==> config.mk <==
export PLATFORM = sky130hd
export DESIGN_NAME = tcc_top
export DESIGN_NICKNAME = d
export VERILOG_FILES = /design/src/core/tcc_pkg.sv /design/src/core/tcc_sync.sv /design/src/core/tcc_prescale.sv /design/src/core/tcc_top.sv
export SDC_FILE = /design/constraint.sdc
export NUM_CORES = 1
export LEC_CHECK = 0
export BUFFER_PORTS_ARGS = -buffer_cell sky130_fd_sc_hd__buf_4
export CAP_MARGIN = 20
export CORE_ASPECT_RATIO = 1.5
export CORE_MARGIN = 2
export CORE_UTILIZATION = 55
export DETAILED_ROUTE_END_ITERATION = 12
export GPL_ROUTABILITY_DRIVEN = 0
export PLACE_DENSITY = 0.85
export SLEW_MARGIN = 30
export SYNTH_ARGS = -nofsm -noshare
export SYNTH_HDL_FRONTEND = slang
export SYNTH_SLANG_ARGS = --single-unit
export TNS_END_PERCENT = 10
==> constraint.sdc <==
create_clock -name ref_clk_i -period 4 [get_ports ref_clk_i]
set_clock_uncertainty 0.05 [all_clocks]
set_input_delay 1 -clock ref_clk_i [delete_from_list [all_inputs] [get_ports ref_clk_i]]
set_output_delay 1 -clock ref_clk_i [all_outputs]
set_load 0.05 [all_outputs]
==> src/core/tcc_pkg.sv <==
// Purpose: shared constants and carriers of the timer counting core
// Assumes: 32-bit AHB-Lite register bus, one word per register
// Notes: offsets are byte addresses
package tcc_pkg;

    // ****************************************
    // register offsets
    // ****************************************
    localparam logic [7:0] TCC_CTL_OFS = 8'h00;
    localparam logic [7:0] TCC_STAT_OFS = 8'h10;
    localparam logic [7:0] TCC_MASK_OFS = 8'h14;
    localparam logic [7:0] TCC_CHAN_OFS = 8'h20;
    localparam logic [7:0] TCC_CNT_OFS = 8'h24;
    localparam logic [7:0] TCC_DIV_OFS = 8'h28;
    localparam logic [7:0] TCC_RELOAD_OFS = 8'h2c;
    localparam logic [7:0] TCC_REPEAT_OFS = 8'h30;
    localparam logic [7:0] TCC_PROTECTION_LEVEL_OFS = 8'h44;

    // ****************************************
    // field positions and reset values
    // ****************************************
    localparam int TCC_CTL_RUN = 0;
    localparam int TCC_CTL_SHADOW = 1;
    localparam int TCC_CTL_OUTMODE = 2;
    localparam int TCC_ST_UPDATE = 0;
    localparam int TCC_ST_CAPTURE = 1;
    localparam int TCC_CHAN_POL = 1;
    localparam logic [15:0] TCC_RST16 = 16'h0000;
    localparam logic [7:0] TCC_RST8 = 8'h00;
    localparam logic [2:0] TCC_HSIZE_WORD = 3'h2;
    localparam logic [31:0] TCC_RDATA_NONE = 32'h0000_0000;

    // channel 0 enable and polarity bits, same order as the bus word
    typedef struct packed {
        logic comp_polarity;
        logic comp_out_en;
        logic polarity;
        logic enable;
    } tcc_chan_s;

    // latched address phase
    typedef struct packed {
        logic wr;
        logic [7:0] addr;
    } tcc_aph_s;

endpackage

==> src/core/tcc_sync.sv <==
// Purpose: two-stage synchroniser for a pin input
// Assumes: input is asynchronous to ref_clk_i
// Notes: only the second stage leaves this module
`timescale 1ns/10ps
module tcc_sync
    import tcc_pkg::*;
(
    // clock and reset
    input wire logic ref_clk_i,
    input wire logic rst_i,
    // data
    input wire logic din_i,
    output logic dout_o
);
    logic meta;

    always_ff @(posedge ref_clk_i) begin
        if (rst_i) begin
            meta <= 1'b0;
            dout_o <= 1'b0;
        end else begin
            meta <= din_i;
            dout_o <= meta;
        end
    end
endmodule

==> src/core/tcc_prescale.sv <==
// Purpose: divides the kernel clock into counter ticks
// Assumes: div_i only changes while tick_o is high or at restart
// Notes: a tick every div_i + 1 kernel clocks while run_i is high
`timescale 1ns/10ps
module tcc_prescale
    import tcc_pkg::*;
#(
    parameter int W = 16
) (
    // clock and reset
    input wire logic ref_clk_i,
    input wire logic rst_i,
    // control
    input wire logic run_i,
    input wire logic restart_i,
    input wire logic [W-1:0] div_i,
    // tick
    output logic tick_o
);
    logic [W-1:0] cnt;

    assign tick_o = run_i && (cnt == div_i);

    always_ff @(posedge ref_clk_i) begin
        if (rst_i || restart_i) begin
            cnt <= '0;
        end else if (tick_o) begin
            cnt <= '0;
        end else if (run_i) begin
            cnt <= cnt + 1'b1;
        end
    end
endmodule

==> src/core/tcc_top.sv <==
// Purpose: timer counting core with channel 0 enable and polarity controls
// Assumes: single 10 MHz kernel clock, AHB-Lite slave, word transfers only
// Notes: zero-wait-state slave; read data registered at the address phase
`timescale 1ns/10ps
module tcc_top
    import tcc_pkg::*;
#(
    parameter int CW = 16,
    parameter int RW = 8
) (
    // clock and reset
    input wire logic ref_clk_i,
    input wire logic rst_i,
    // ahb-lite slave
    input wire logic hsel,
    input wire logic [31:0] haddr,
    input wire logic [1:0] htrans,
    input wire logic hwrite,
    input wire logic [2:0] hsize,
    input wire logic [31:0] hwdata,
    input wire logic hready,
    output logic hreadyout,
    output logic hresp,
    output logic [31:0] hrdata,
    // channel 0 pins
    input wire logic ch_zero_input_i,
    output logic ch_zero_output_o,
    output logic ch_zero_output_oe_o,
    output logic ch_zero_comp_output_o,
    output logic ch_zero_comp_output_oe_o,
    // events
    output logic filtered_input_edge_o,
    output logic irq_o
);

    // ****************************************
    // register state
    // ****************************************
    logic [2:0] ctl;
    tcc_chan_s chan;
    logic [1:0] protection_level;
    logic [1:0] int_status;
    logic [1:0] int_mask;
    logic [CW-1:0] count_value;
    logic [CW-1:0] divider_value;
    logic [CW-1:0] divider_shadow;
    logic [CW-1:0] reload_value;
    logic [CW-1:0] reload_shadow;
    logic [RW-1:0] repeat_value;
    logic [RW-1:0] rep_cnt;
    logic out_ref;
    logic in_sync;
    logic in_prev;
    logic tick;
    logic wrap;
    logic upd;
    logic cap_evt;
    logic [CW-1:0] limit;
    tcc_aph_s aph;
    logic aph_valid;
    logic wr_en;
    logic [31:0] next_rdata;
    logic next_out;
    logic next_comp;

    // ****************************************
    // ahb-lite slave
    // ****************************************
    // word-only: narrower writes are dropped, software keeps to words
    logic addr_take;
    assign addr_take = hsel && htrans[1] && hready && (hsize == TCC_HSIZE_WORD);
    assign hreadyout = 1'b1;
    assign hresp = 1'b0;

    always_ff @(posedge ref_clk_i) begin
        if (rst_i) begin
            aph_valid <= 1'b0;
            aph <= '0;
        end else begin
            aph_valid <= addr_take;
            aph.wr <= hwrite;
            aph.addr <= haddr[7:0];
        end
    end

    assign wr_en = aph_valid && aph.wr;

    function automatic logic wr_to(input logic [7:0] ofs);
        wr_to = wr_en && (aph.addr == ofs);
    endfunction

    always_comb begin
        next_rdata = TCC_RDATA_NONE;
        unique case (haddr[7:0])
            TCC_CTL_OFS: next_rdata[2:0] = ctl;
            TCC_STAT_OFS: next_rdata[1:0] = int_status;
            TCC_MASK_OFS: next_rdata[1:0] = int_mask;
            TCC_CHAN_OFS: next_rdata[3:0] = chan;
            TCC_CNT_OFS: next_rdata[CW-1:0] = count_value;
            TCC_DIV_OFS: next_rdata[CW-1:0] = divider_value;
            TCC_RELOAD_OFS: next_rdata[CW-1:0] = reload_value;
            TCC_REPEAT_OFS: next_rdata[RW-1:0] = repeat_value;
            TCC_PROTECTION_LEVEL_OFS: next_rdata[1:0] = protection_level;
            default: next_rdata = TCC_RDATA_NONE;
        endcase
    end

    always_ff @(posedge ref_clk_i) begin
        if (rst_i) begin
            hrdata <= TCC_RDATA_NONE;
        end else if (addr_take && !hwrite) begin
            hrdata <= next_rdata;
        end
    end

    // ****************************************
    // configuration registers
    // ****************************************
    always_ff @(posedge ref_clk_i) begin
        if (rst_i) begin
            ctl <= '0;
            int_mask <= '0;
            protection_level <= '0;
            divider_value <= TCC_RST16;
            reload_value <= TCC_RST16;
            repeat_value <= TCC_RST8;
        end else begin
            if (wr_to(TCC_CTL_OFS)) ctl <= hwdata[2:0];
            if (wr_to(TCC_MASK_OFS)) int_mask <= hwdata[1:0];
            if (wr_to(TCC_PROTECTION_LEVEL_OFS)) protection_level <= hwdata[1:0];
            if (wr_to(TCC_DIV_OFS)) divider_value <= hwdata[CW-1:0];
            if (wr_to(TCC_RELOAD_OFS)) reload_value <= hwdata[CW-1:0];
            if (wr_to(TCC_REPEAT_OFS)) repeat_value <= hwdata[RW-1:0];
        end
    end

    always_ff @(posedge ref_clk_i) begin
        if (rst_i) begin
            chan <= '0;
        end else if (wr_to(TCC_CHAN_OFS)) begin
            chan.comp_polarity <= hwdata[3];
            chan.comp_out_en <= hwdata[2];
            chan.enable <= hwdata[0];
            // polarity locked at levels 11 and 10
            if (!protection_level[1]) chan.polarity <= hwdata[TCC_CHAN_POL];
        end
    end

    // ****************************************
    // counter, prescaler and repetition
    // ****************************************
    tcc_prescale #(
        .W(CW)
    ) u_prescale (
        .ref_clk_i(ref_clk_i),
        .rst_i(rst_i),
        .run_i(ctl[TCC_CTL_RUN]),
        .restart_i(wr_to(TCC_CNT_OFS)),
        .div_i(divider_shadow),
        .tick_o(tick)
    );

    assign limit = ctl[TCC_CTL_SHADOW] ? reload_shadow : reload_value;
    // wrap once the limit is reached
    assign wrap = tick && (count_value >= limit);
    // update only when repetition reaches zero
    assign upd = wrap && (rep_cnt == '0);

    // a write replaces the running count
    always_ff @(posedge ref_clk_i) begin
        if (rst_i) begin
            count_value <= TCC_RST16;
        end else if (wr_to(TCC_CNT_OFS)) begin
            count_value <= hwdata[CW-1:0];
        end else if (wrap) begin
            count_value <= '0;
        end else if (tick) begin
            count_value <= count_value + 1'b1;
        end
    end

    // each wrap steps the repetition counter down, or reloads it from repeat_value when it is zero
    always_ff @(posedge ref_clk_i) begin
        if (rst_i) begin
            rep_cnt <= TCC_RST8;
        end else if (upd) begin
            rep_cnt <= repeat_value;
        end else if (wrap) begin
            rep_cnt <= rep_cnt - 1'b1;
        end
    end

    always_ff @(posedge ref_clk_i) begin
        if (rst_i) begin
            divider_shadow <= TCC_RST16;
            reload_shadow <= TCC_RST16;
        end else if (upd) begin
            divider_shadow <= divider_value;
            reload_shadow <= reload_value;
        end
    end

    // ****************************************
    // channel 0 input path
    // ****************************************
    tcc_sync u_sync (
        .ref_clk_i(ref_clk_i),
        .rst_i(rst_i),
        .din_i(ch_zero_input_i),
        .dout_o(in_sync)
    );

    always_ff @(posedge ref_clk_i) begin
        if (rst_i) begin
            in_prev <= 1'b0;
        end else begin
            in_prev <= in_sync;
        end
    end

    // edges taken on the raw level so a polarity change makes no false edge
    logic in_rise;
    logic in_fall;
    assign in_rise = in_sync && !in_prev;
    assign in_fall = !in_sync && in_prev;

    always_comb begin
        unique case ({chan.comp_polarity, chan.polarity})
            2'b00: filtered_input_edge_o = in_rise;
            2'b01: filtered_input_edge_o = in_fall;
            // both edges; reserved code acts as rising
            2'b11: filtered_input_edge_o = in_rise || in_fall;
            2'b10: filtered_input_edge_o = in_rise;
        endcase
    end

    // capture only while enabled in input mode
    assign cap_evt = filtered_input_edge_o && chan.enable && !ctl[TCC_CTL_OUTMODE];

    // ****************************************
    // channel 0 output path
    // ****************************************
    // reference toggles at each update, one full cycle per two updates
    always_ff @(posedge ref_clk_i) begin
        if (rst_i) begin
            out_ref <= 1'b0;
        end else if (upd) begin
            out_ref <= !out_ref;
        end
    end

    assign next_out = out_ref ^ chan.polarity;
    assign next_comp = !out_ref ^ chan.comp_polarity;

    always_ff @(posedge ref_clk_i) begin
        if (rst_i) begin
            ch_zero_output_o <= 1'b0;
            ch_zero_output_oe_o <= 1'b0;
            ch_zero_comp_output_o <= 1'b0;
            ch_zero_comp_output_oe_o <= 1'b0;
        end else begin
            ch_zero_output_oe_o <= ctl[TCC_CTL_OUTMODE] && chan.enable;
            ch_zero_output_o <= chan.enable ? next_out : chan.polarity;
            // complementary output gated by its enable
            ch_zero_comp_output_oe_o <= ctl[TCC_CTL_OUTMODE] && chan.comp_out_en;
            ch_zero_comp_output_o <= chan.comp_out_en ? next_comp : chan.comp_polarity;
        end
    end

    // ****************************************
    // interrupts
    // ****************************************
    // set wins over a write-one clear in the same cycle
    logic [1:0] st_set;
    logic [1:0] st_clr;
    assign st_set = {cap_evt, upd};
    assign st_clr = wr_to(TCC_STAT_OFS) ? hwdata[1:0] : 2'b00;

    always_ff @(posedge ref_clk_i) begin
        if (rst_i) begin
            int_status <= '0;
        end else begin
            int_status <= (int_status & ~st_clr) | st_set;
        end
    end

    assign irq_o = |(int_status & int_mask);
endmodule

==> results of run 1 <==
logic make-up (layout without fill, tap and decap cells):
logic type | count (synthesis) | in the layout | synth area share
buffers and inverters | 79 | 107 | 0.0566
AO/OA/AOI/OAI | 152 | 152 | 0.132
XOR/XNOR | 37 | 37 | 0.0411
flip-flops | 159 | 159 | 0.404
multiplexers | 80 | 80 | 0.102
AND/OR/NAND/NOR | 378 | 378 | 0.231
adder cells (fa/ha/maj) | 21 | 21 | 0.0333
other | 2 | 18 | 0.000952
per-stage QoR:
step,std cells,util
4_1_cts,1144,0.636
3_3_place_gp,1113,0.590
3_5_place_dp,1113,0.590
5_1_grt,1144,0.636
2_1_floorplan,924,-
6_report,1144,0.636
critical path: stages (launching register included):
cell	delay (ns)
dfxtp_1	0.35
buf_4	0.31
mux2i_1	0.33
ha_1	0.28
a2111oi_0	0.46
nand3b_1	0.17
nand4_1	0.38
nand3_1	0.26
buf_4	0.38
nand2_1	0.13
a21oi_2	0.14
power by group through the flow:
stage	Sequential, mW	Clock, mW	Combinational (mW)
3_3_place_gp	1.63	0	0.145
6_report	1.60	1.77	0.149
5_1_grt	1.59	1.85	0.157
2_1_floorplan	1.63	0	0.108
4_1_cts	1.59	1.78	0.147
3_5_place_dp	1.63	0	0.147
sequential cells by signal, indices dropped and copies added (netlist names), 2 cells and up:
register and cells:
reload_shadow 16, repeat_value 8, reload_value 16, int_status 2, chan 4, divider_value 16
hrdata 16, divider_shadow 16, u_prescale.cnt 16, rep_cnt 8, aph 9, int_mask 2
count_value 16, ctl 3, protection_level 2
layout make-up:
| cell class | count | area (um2) | area share |
|---|---|---|---|
| Clock buffer | 19 | 433 | 0.0487 |
| Clock inverter | 12 | 209 | 0.0235 |
| Inverter | 16 | 60.1 | 0.00675 |
| Multi-Input combinational cell | 686 | 4320 | 0.486 |
| Sequential cell | 159 | 3180 | 0.358 |
| Tap cell | 192 | 240 | 0.0270 |
| Timing Repair Buffer | 60 | 450 | 0.0506 |
placed cells by master, fill, tap and decap left out, types with 17 or more instances in the layout:
cell,synthesis,final
a21oi_1,38,38
a21oi_2,28,28
buf_4,18,60
clkbuf_16,0,17
conb_1,2,18
dfxtp_1,159,159
ha_1,21,21
mux2i_1,77,77
nand2_1,121,121
nand2_2,22,22
nand3_1,29,29
nand4_1,17,17
nor2_1,107,106
o21ai_0,36,36
xnor2_1,21,21
metal layers:
| metal | track usage | vias to the layer above |
|---|---|---|
| met5 | 0 | - |
| met4 | 0.184 | 0 |
| met3 | 0.0515 | 98 |
| met2 | 0.458 | 330 |
| met1 | 0.299 | 3149 |
| li1 | - | 3187 |
worst min-delay path by stage:
stage	to	slack (ns)	start
6_report	u_sync.dout_o	0.40	u_sync.meta
5_1_grt	u_sync.dout_o	0.41	u_sync.meta
4_1_cts	u_sync.dout_o	0.40	u_sync.meta
3_5_place_dp	u_sync.dout_o	0.39	u_sync.meta
3_3_place_gp	u_sync.dout_o	0.37	u_sync.meta
2_1_floorplan	u_sync.dout_o	0.36	u_sync.meta
==> impl_results.rst, run 1 <==
.. list-table::
   :header-rows: 1

   * - Metric
     - Value
   * - Count of vias placed by the detailed router
     - 6764
   * - Cell variety after synth
     - 64
   * - Post-Place Worst Slack
     - 0.776 ns
   * - Fin Setup TNS
     - 0 ns
   * - Most frequent cell after synthesis
     - dfxtp_1
   * - FF-to-FF path depth
     - 10
   * - Worst Path Max Fanout
     - 32
   * - Wire length per cell
     - 17.7 um
   * - Cell internal pwr
     - 2.74 mW
   * - Setup Crit Path Kind
     - reg -> reg
   * - Top post-synthesis cells by count
     - dfxtp_1, nand2_1, nor2_1, mux2i_1, a21oi_1
   * - Filler Cell Count
     - 1139
   * - Post-CTS repair timing setup buffer count
     - 0
   * - Width of the die
     - 102 um
   * - Signal arrival time at the worst endpoint
     - 3.63 ns
   * - Sequential group share of total power
     - 0.453
   * - Std-Cell Rows
     - 53
   * - Wl on met1
     - 7720 um
   * - Overflow left after global routing
     - 0
   * - First-pass GRT wire length
     - 32000 um
   * - Worst min path class
     - reg -> reg
   * - Leading post-synthesis cells by cell area
     - dfxtp_1, mux2i_1, nand2_1, nor2_1, ha_1
   * - Status
     - finished, final reports clean
   * - Highest metal layer used by the detailed router
     - met4
   * - Floorplan die area
     - 15300 um2
   * - R2R Path End
     - divider_shadow[11]
   * - Worst setup path endpoint
     - divider_shadow[11]
   * - Met2 WL
     - 9910 um
   * - Top flip-flop cell by instance count after synthesis
     - dfxtp_1
   * - Final cycle utilization of the critical path
     - 0.832
   * - Ys async rst share
     - 0
   * - Clock Power Share
     - 0.504
   * - Resized cells post-CTS
     - 0
   * - DR WL met3
     - 1310 um
   * - Setup-failing EPs final
     - 0
   * - Total number of nets in the final design
     - 1036
   * - Sw Pwr
     - 0.778 mW
   * - Start of the worst register-to-register path
     - ctl[1]
   * - Ant. Diodes
     - 0
   * - Clock transition at the registers of the reported paths
     - 0.06 ns
   * - Post-synth top area cell
     - dfxtp_1
   * - Layout overhead on the synthesized area
     - 12.8%
   * - Number of placed I/O pins
     - 115
   * - Final Hold Violating Endpoints
     - 0
   * - Share of layout cells above drive strength 1
     - 0.162
   * - Starting DRC count in detailed routing
     - 484
   * - Max-Cap Viols
     - 0
   * - Avg Cell Area, Syn
     - 8.69 um2
   * - CP Capture Type
     - flip-flop
   * - Gate Count Post-Synth
     - 908
   * - Share of the synthesized area in the top cell type
     - 0.404
   * - Vias in the first global route
     - 6537
   * - Part of the power in combinational logic
     - 0.042
   * - Maximum ir drop on the vdd rail
     - 0.235 mV
   * - Number of remaining DRC errors
     - 0
   * - Sequential element share of the synthesized area
     - 0.404
   * - Pin count of the biggest net entering global routing
     - 65
   * - Port buffer count
     - 55
   * - H-tree Lvls
     - 4
   * - Core box area
     - 14000 um2
   * - Initial antenna violation count
     - 0
   * - Startpoint class of the critical path
     - flip-flop
   * - Worst-case register-to-register setup slack
     - 0.67 ns
   * - Clock tree root buffer cell
     - clkbuf_16
   * - Final critical path time including I/O delays and setup
     - 3.33 ns
   * - Slew at the pin with the worst max-slew slack
     - 0.947 ns
   * - Avg Vias per Cell
     - 5.91
   * - Leak pwr
     - 3.57 nW
   * - Cell Area, Synth
     - 7890 um2
   * - Worst endpoint required time
     - 4.30 ns
   * - Effective utilization at floorplan
     - 0.564
   * - Clock buffer count from CTS
     - 17
   * - CTS Hold Buffers Added
     - 0
   * - Maximum buffer depth of the clock tree
     - 2
   * - Flop and latch count out of synthesis
     - 159
   * - Total GRT Usage
     - 0.270
   * - Share of total power consumed by net switching
     - 0.221
   * - Synthesis warning total
     - 0
   * - Number of nets with antenna violations after routing
     - 0
   * - Number of detailed-route iterations in the first pass
     - 7
   * - Insertion delay to the later sink of the worst-skew pair
     - 0.42 ns
   * - Fin Hold WS
     - 0.395 ns
   * - Post-route cell area
     - 8900 um2
   * - Clock sink total
     - 159
   * - Die Ht
     - 151 um
   * - WHS Path Cells
     - 1
   * - Power Dens Cells
     - 395 nW/um2
   * - Crit path launch
     - ctl[1]
   * - Final routed wirelength across all metal layers
     - 20300 um
   * - Max Clock Freq
     - 0.301 GHz
   * - Final-report max-slew violation count
     - 0
   * - Worst-case headroom to the max-slew limit
     - 0.367
   * - HPWL after detailed placement
     - 13900 um
   * - RSZ-0062 raised after global routing
     - false
   * - Total Power Consumption
     - 3.52 mW
   * - EDFF count, synth
     - 0
   * - Final critical-path setup slack
     - 0.672 ns
   * - CTS tree
     - built
   * - Dpl cell area
     - 8250 um2
(Power assumes the default switching activity.)
==> run 2: changes to the inputs <==
Clock period 4 ns to 3.13 ns, I/O delays scaled along.
==> run 2 against run 1 <==
Effect of this change:
- worst setup slack got worse by 0.51 ns
- sequential share of layout area fell by 0.56 points
- worst hold slack got worse by 0.0043 ns
- maximum frequency rose by 12%
- via count rose by 2.7%
- routed wire length rose by 1.5%
- count of clock-buffer cells in the layout fell by 1
- register-to-register slack got worse by 0.51 ns
- clock power rose by 18%
- highest routed layer unchanged
==> impl_results.rst, run 2 (synthesized netlist as in run 1, its figures left out) <==
.. list-table::
   :header-rows: 1

   * - Metric
     - Value
   * - Initial antenna violation count
     - 0
   * - Floorplan die area
     - 15300 um2
   * - Overflow left after global routing
     - 0
   * - Layout overhead on the synthesized area
     - 14.6%
   * - CTS tree
     - built
   * - Number of remaining DRC errors
     - 0
   * - Number of placed I/O pins
     - 115
   * - Final-report max-slew violation count
     - 0
   * - Final routed wirelength across all metal layers
     - 20600 um
   * - Post-route cell area
     - 9040 um2
   * - Leading cell type in the layout, fill and taps excluded
     - dfxtp_1
   * - CP Capture Type
     - flip-flop
   * - Max-Cap Viols
     - 0
   * - FF-to-FF path depth
     - 10
   * - Final standard cell utilization of the core
     - 0.646
   * - First-pass GRT wire length
     - 33100 um
   * - Maximum buffer depth of the clock tree
     - 2
   * - Number of nets with antenna violations after routing
     - 0
   * - Setup-failing EPs final
     - 0
   * - Starting DRC count in detailed routing
     - 520
   * - Clock buffer count from CTS
     - 17
   * - Final Hold Violating Endpoints
     - 0
   * - Worst endpoint required time
     - 3.37 ns
   * - Setup Crit Path Kind
     - reg -> reg
   * - Wire length per cell
     - 17.6 um
   * - Ant. Diodes
     - 0
   * - Worst min path class
     - reg -> reg
   * - Effective utilization at floorplan
     - 0.564
   * - Final cycle utilization of the critical path
     - 0.948
   * - Worst-case headroom to the max-slew limit
     - 0.538
   * - Total number of nets in the final design
     - 1057
   * - Total GRT Usage
     - 0.279
   * - Status
     - finished, final reports clean
   * - Max Clock Freq
     - 0.337 GHz
   * - Combined flip-flop and latch cell area
     - 3180 um2
   * - Maximum ir drop on the vdd rail
     - 0.319 mV
   * - CTS Hold Buffers Added
     - 0
   * - Signal arrival time at the worst endpoint
     - 3.20 ns
   * - Power Dens Cells
     - 477 nW/um2
   * - Leading cell types in the layout, fill and taps excluded
     - dfxtp_1, nand2_1, nor2_1, buf_4, mux2i_1
   * - Fin Setup TNS
     - 0 ns
   * - Share of layout cells above drive strength 1
     - 0.184
   * - Port buffer count
     - 55
   * - Avg Vias per Cell
     - 5.96
   * - Std-Cell Rows
     - 53
   * - Clock tree root buffer cell
     - clkbuf_16
   * - Count of vias placed by the detailed router
     - 6945
   * - Final critical path time including I/O delays and setup
     - 2.97 ns
   * - Multi-input gate area in the final layout
     - 4330 um2
   * - Die Ht
     - 151 um
   * - H-tree Lvls
     - 4
   * - Startpoint class of the critical path
     - flip-flop
   * - Dpl cell area
     - 8440 um2
   * - Core box area
     - 14000 um2
   * - Worst Path Max Fanout
     - 33
   * - Leak pwr
     - 3.68 nW
   * - Clock transition at the registers of the reported paths
     - 0.06 ns
   * - Number of detailed-route iterations in the first pass
     - 6
   * - RSZ-0062 raised after global routing
     - false
   * - WHS Path Cells
     - 1
   * - Slew at the pin with the worst max-slew slack
     - 0.691 ns
   * - Clock sink total
     - 159
   * - Insertion delay to the later sink of the worst-skew pair
     - 0.43 ns
   * - Filler Cell Count
     - 1093
   * - Pin count of the biggest net entering global routing
     - 51
   * - Vias in the first global route
     - 6799
   * - Width of the die
     - 102 um
   * - HPWL after detailed placement
     - 14300 um
[run 2: repair_timing]
item	4_1_cts	5_1_grt
endpoints found under the hold margin	0	0
setup endpoints to repair	0	7
resized for setup	0	2
buffers inserted	0	0
[run 2: per-stage QoR]
step	hold slack (ns)	worst slack (ns)	instances	power, mW
final	0.391	0.162	1166	4.31
after global routing	0.416	0.0436	1166	4.42
after CTS	0.398	0.111	1166	4.33
after detailed placement	0.379	0.141	1134	2.27
after global placement	0.371	0.223	1134	2.27
after floorplan	0.364	0.166	924	2.22
[run 2: final cells by class]
cell class,count,area share
Clock buffer,18,0.0486
Clock inverter,14,0.0170
Inverter,16,0.00665
Multi-Input combinational cell,686,0.479
Sequential cell,159,0.352
Tap cell,192,0.0266
Timing Repair Buffer,81,0.0701
[run 2: worst max-delay path, stage by stage, from the launching register on]
cell,delay (ns)
dfxtp_1,0.39
mux2_2,0.39
ha_1,0.28
nand2b_1,0.15
a2111oi_0,0.49
nand3b_1,0.18
nand4_1,0.10
buf_4,0.19
and3_4,0.34
nand2_1,0.19
a21oi_2,0.07
[run 2: routing by layer]
metal,track usage,share of wire
met3,0.0673,0.075
met1,0.305,0.36
met2,0.460,0.50
met5,0,0
met4,0.209,0.064
[run 2: where the power goes]
part | switching [mW] | leakage [nW] | total, mW | internal (mW)
Combinational | 0.143 | 2.11 | 0.192 | 0.0494
Clock | 0.869 | 0.285 | 2.08 | 1.21
Sequential | 0.00730 | 1.28 | 2.04 | 2.03
[run 2: worst paths after layout]
| kind | slack, ns | endpoint | from |
|---|---|---|---|
| min reg2reg | 0.39 | u_sync.dout_o | u_sync.meta |
| max reg2reg | 0.16 | divider_shadow[12] | ctl[1] |
| min | 0.39 | u_sync.dout_o | u_sync.meta |
| max | 0.16 | divider_shadow[12] | ctl[1] |
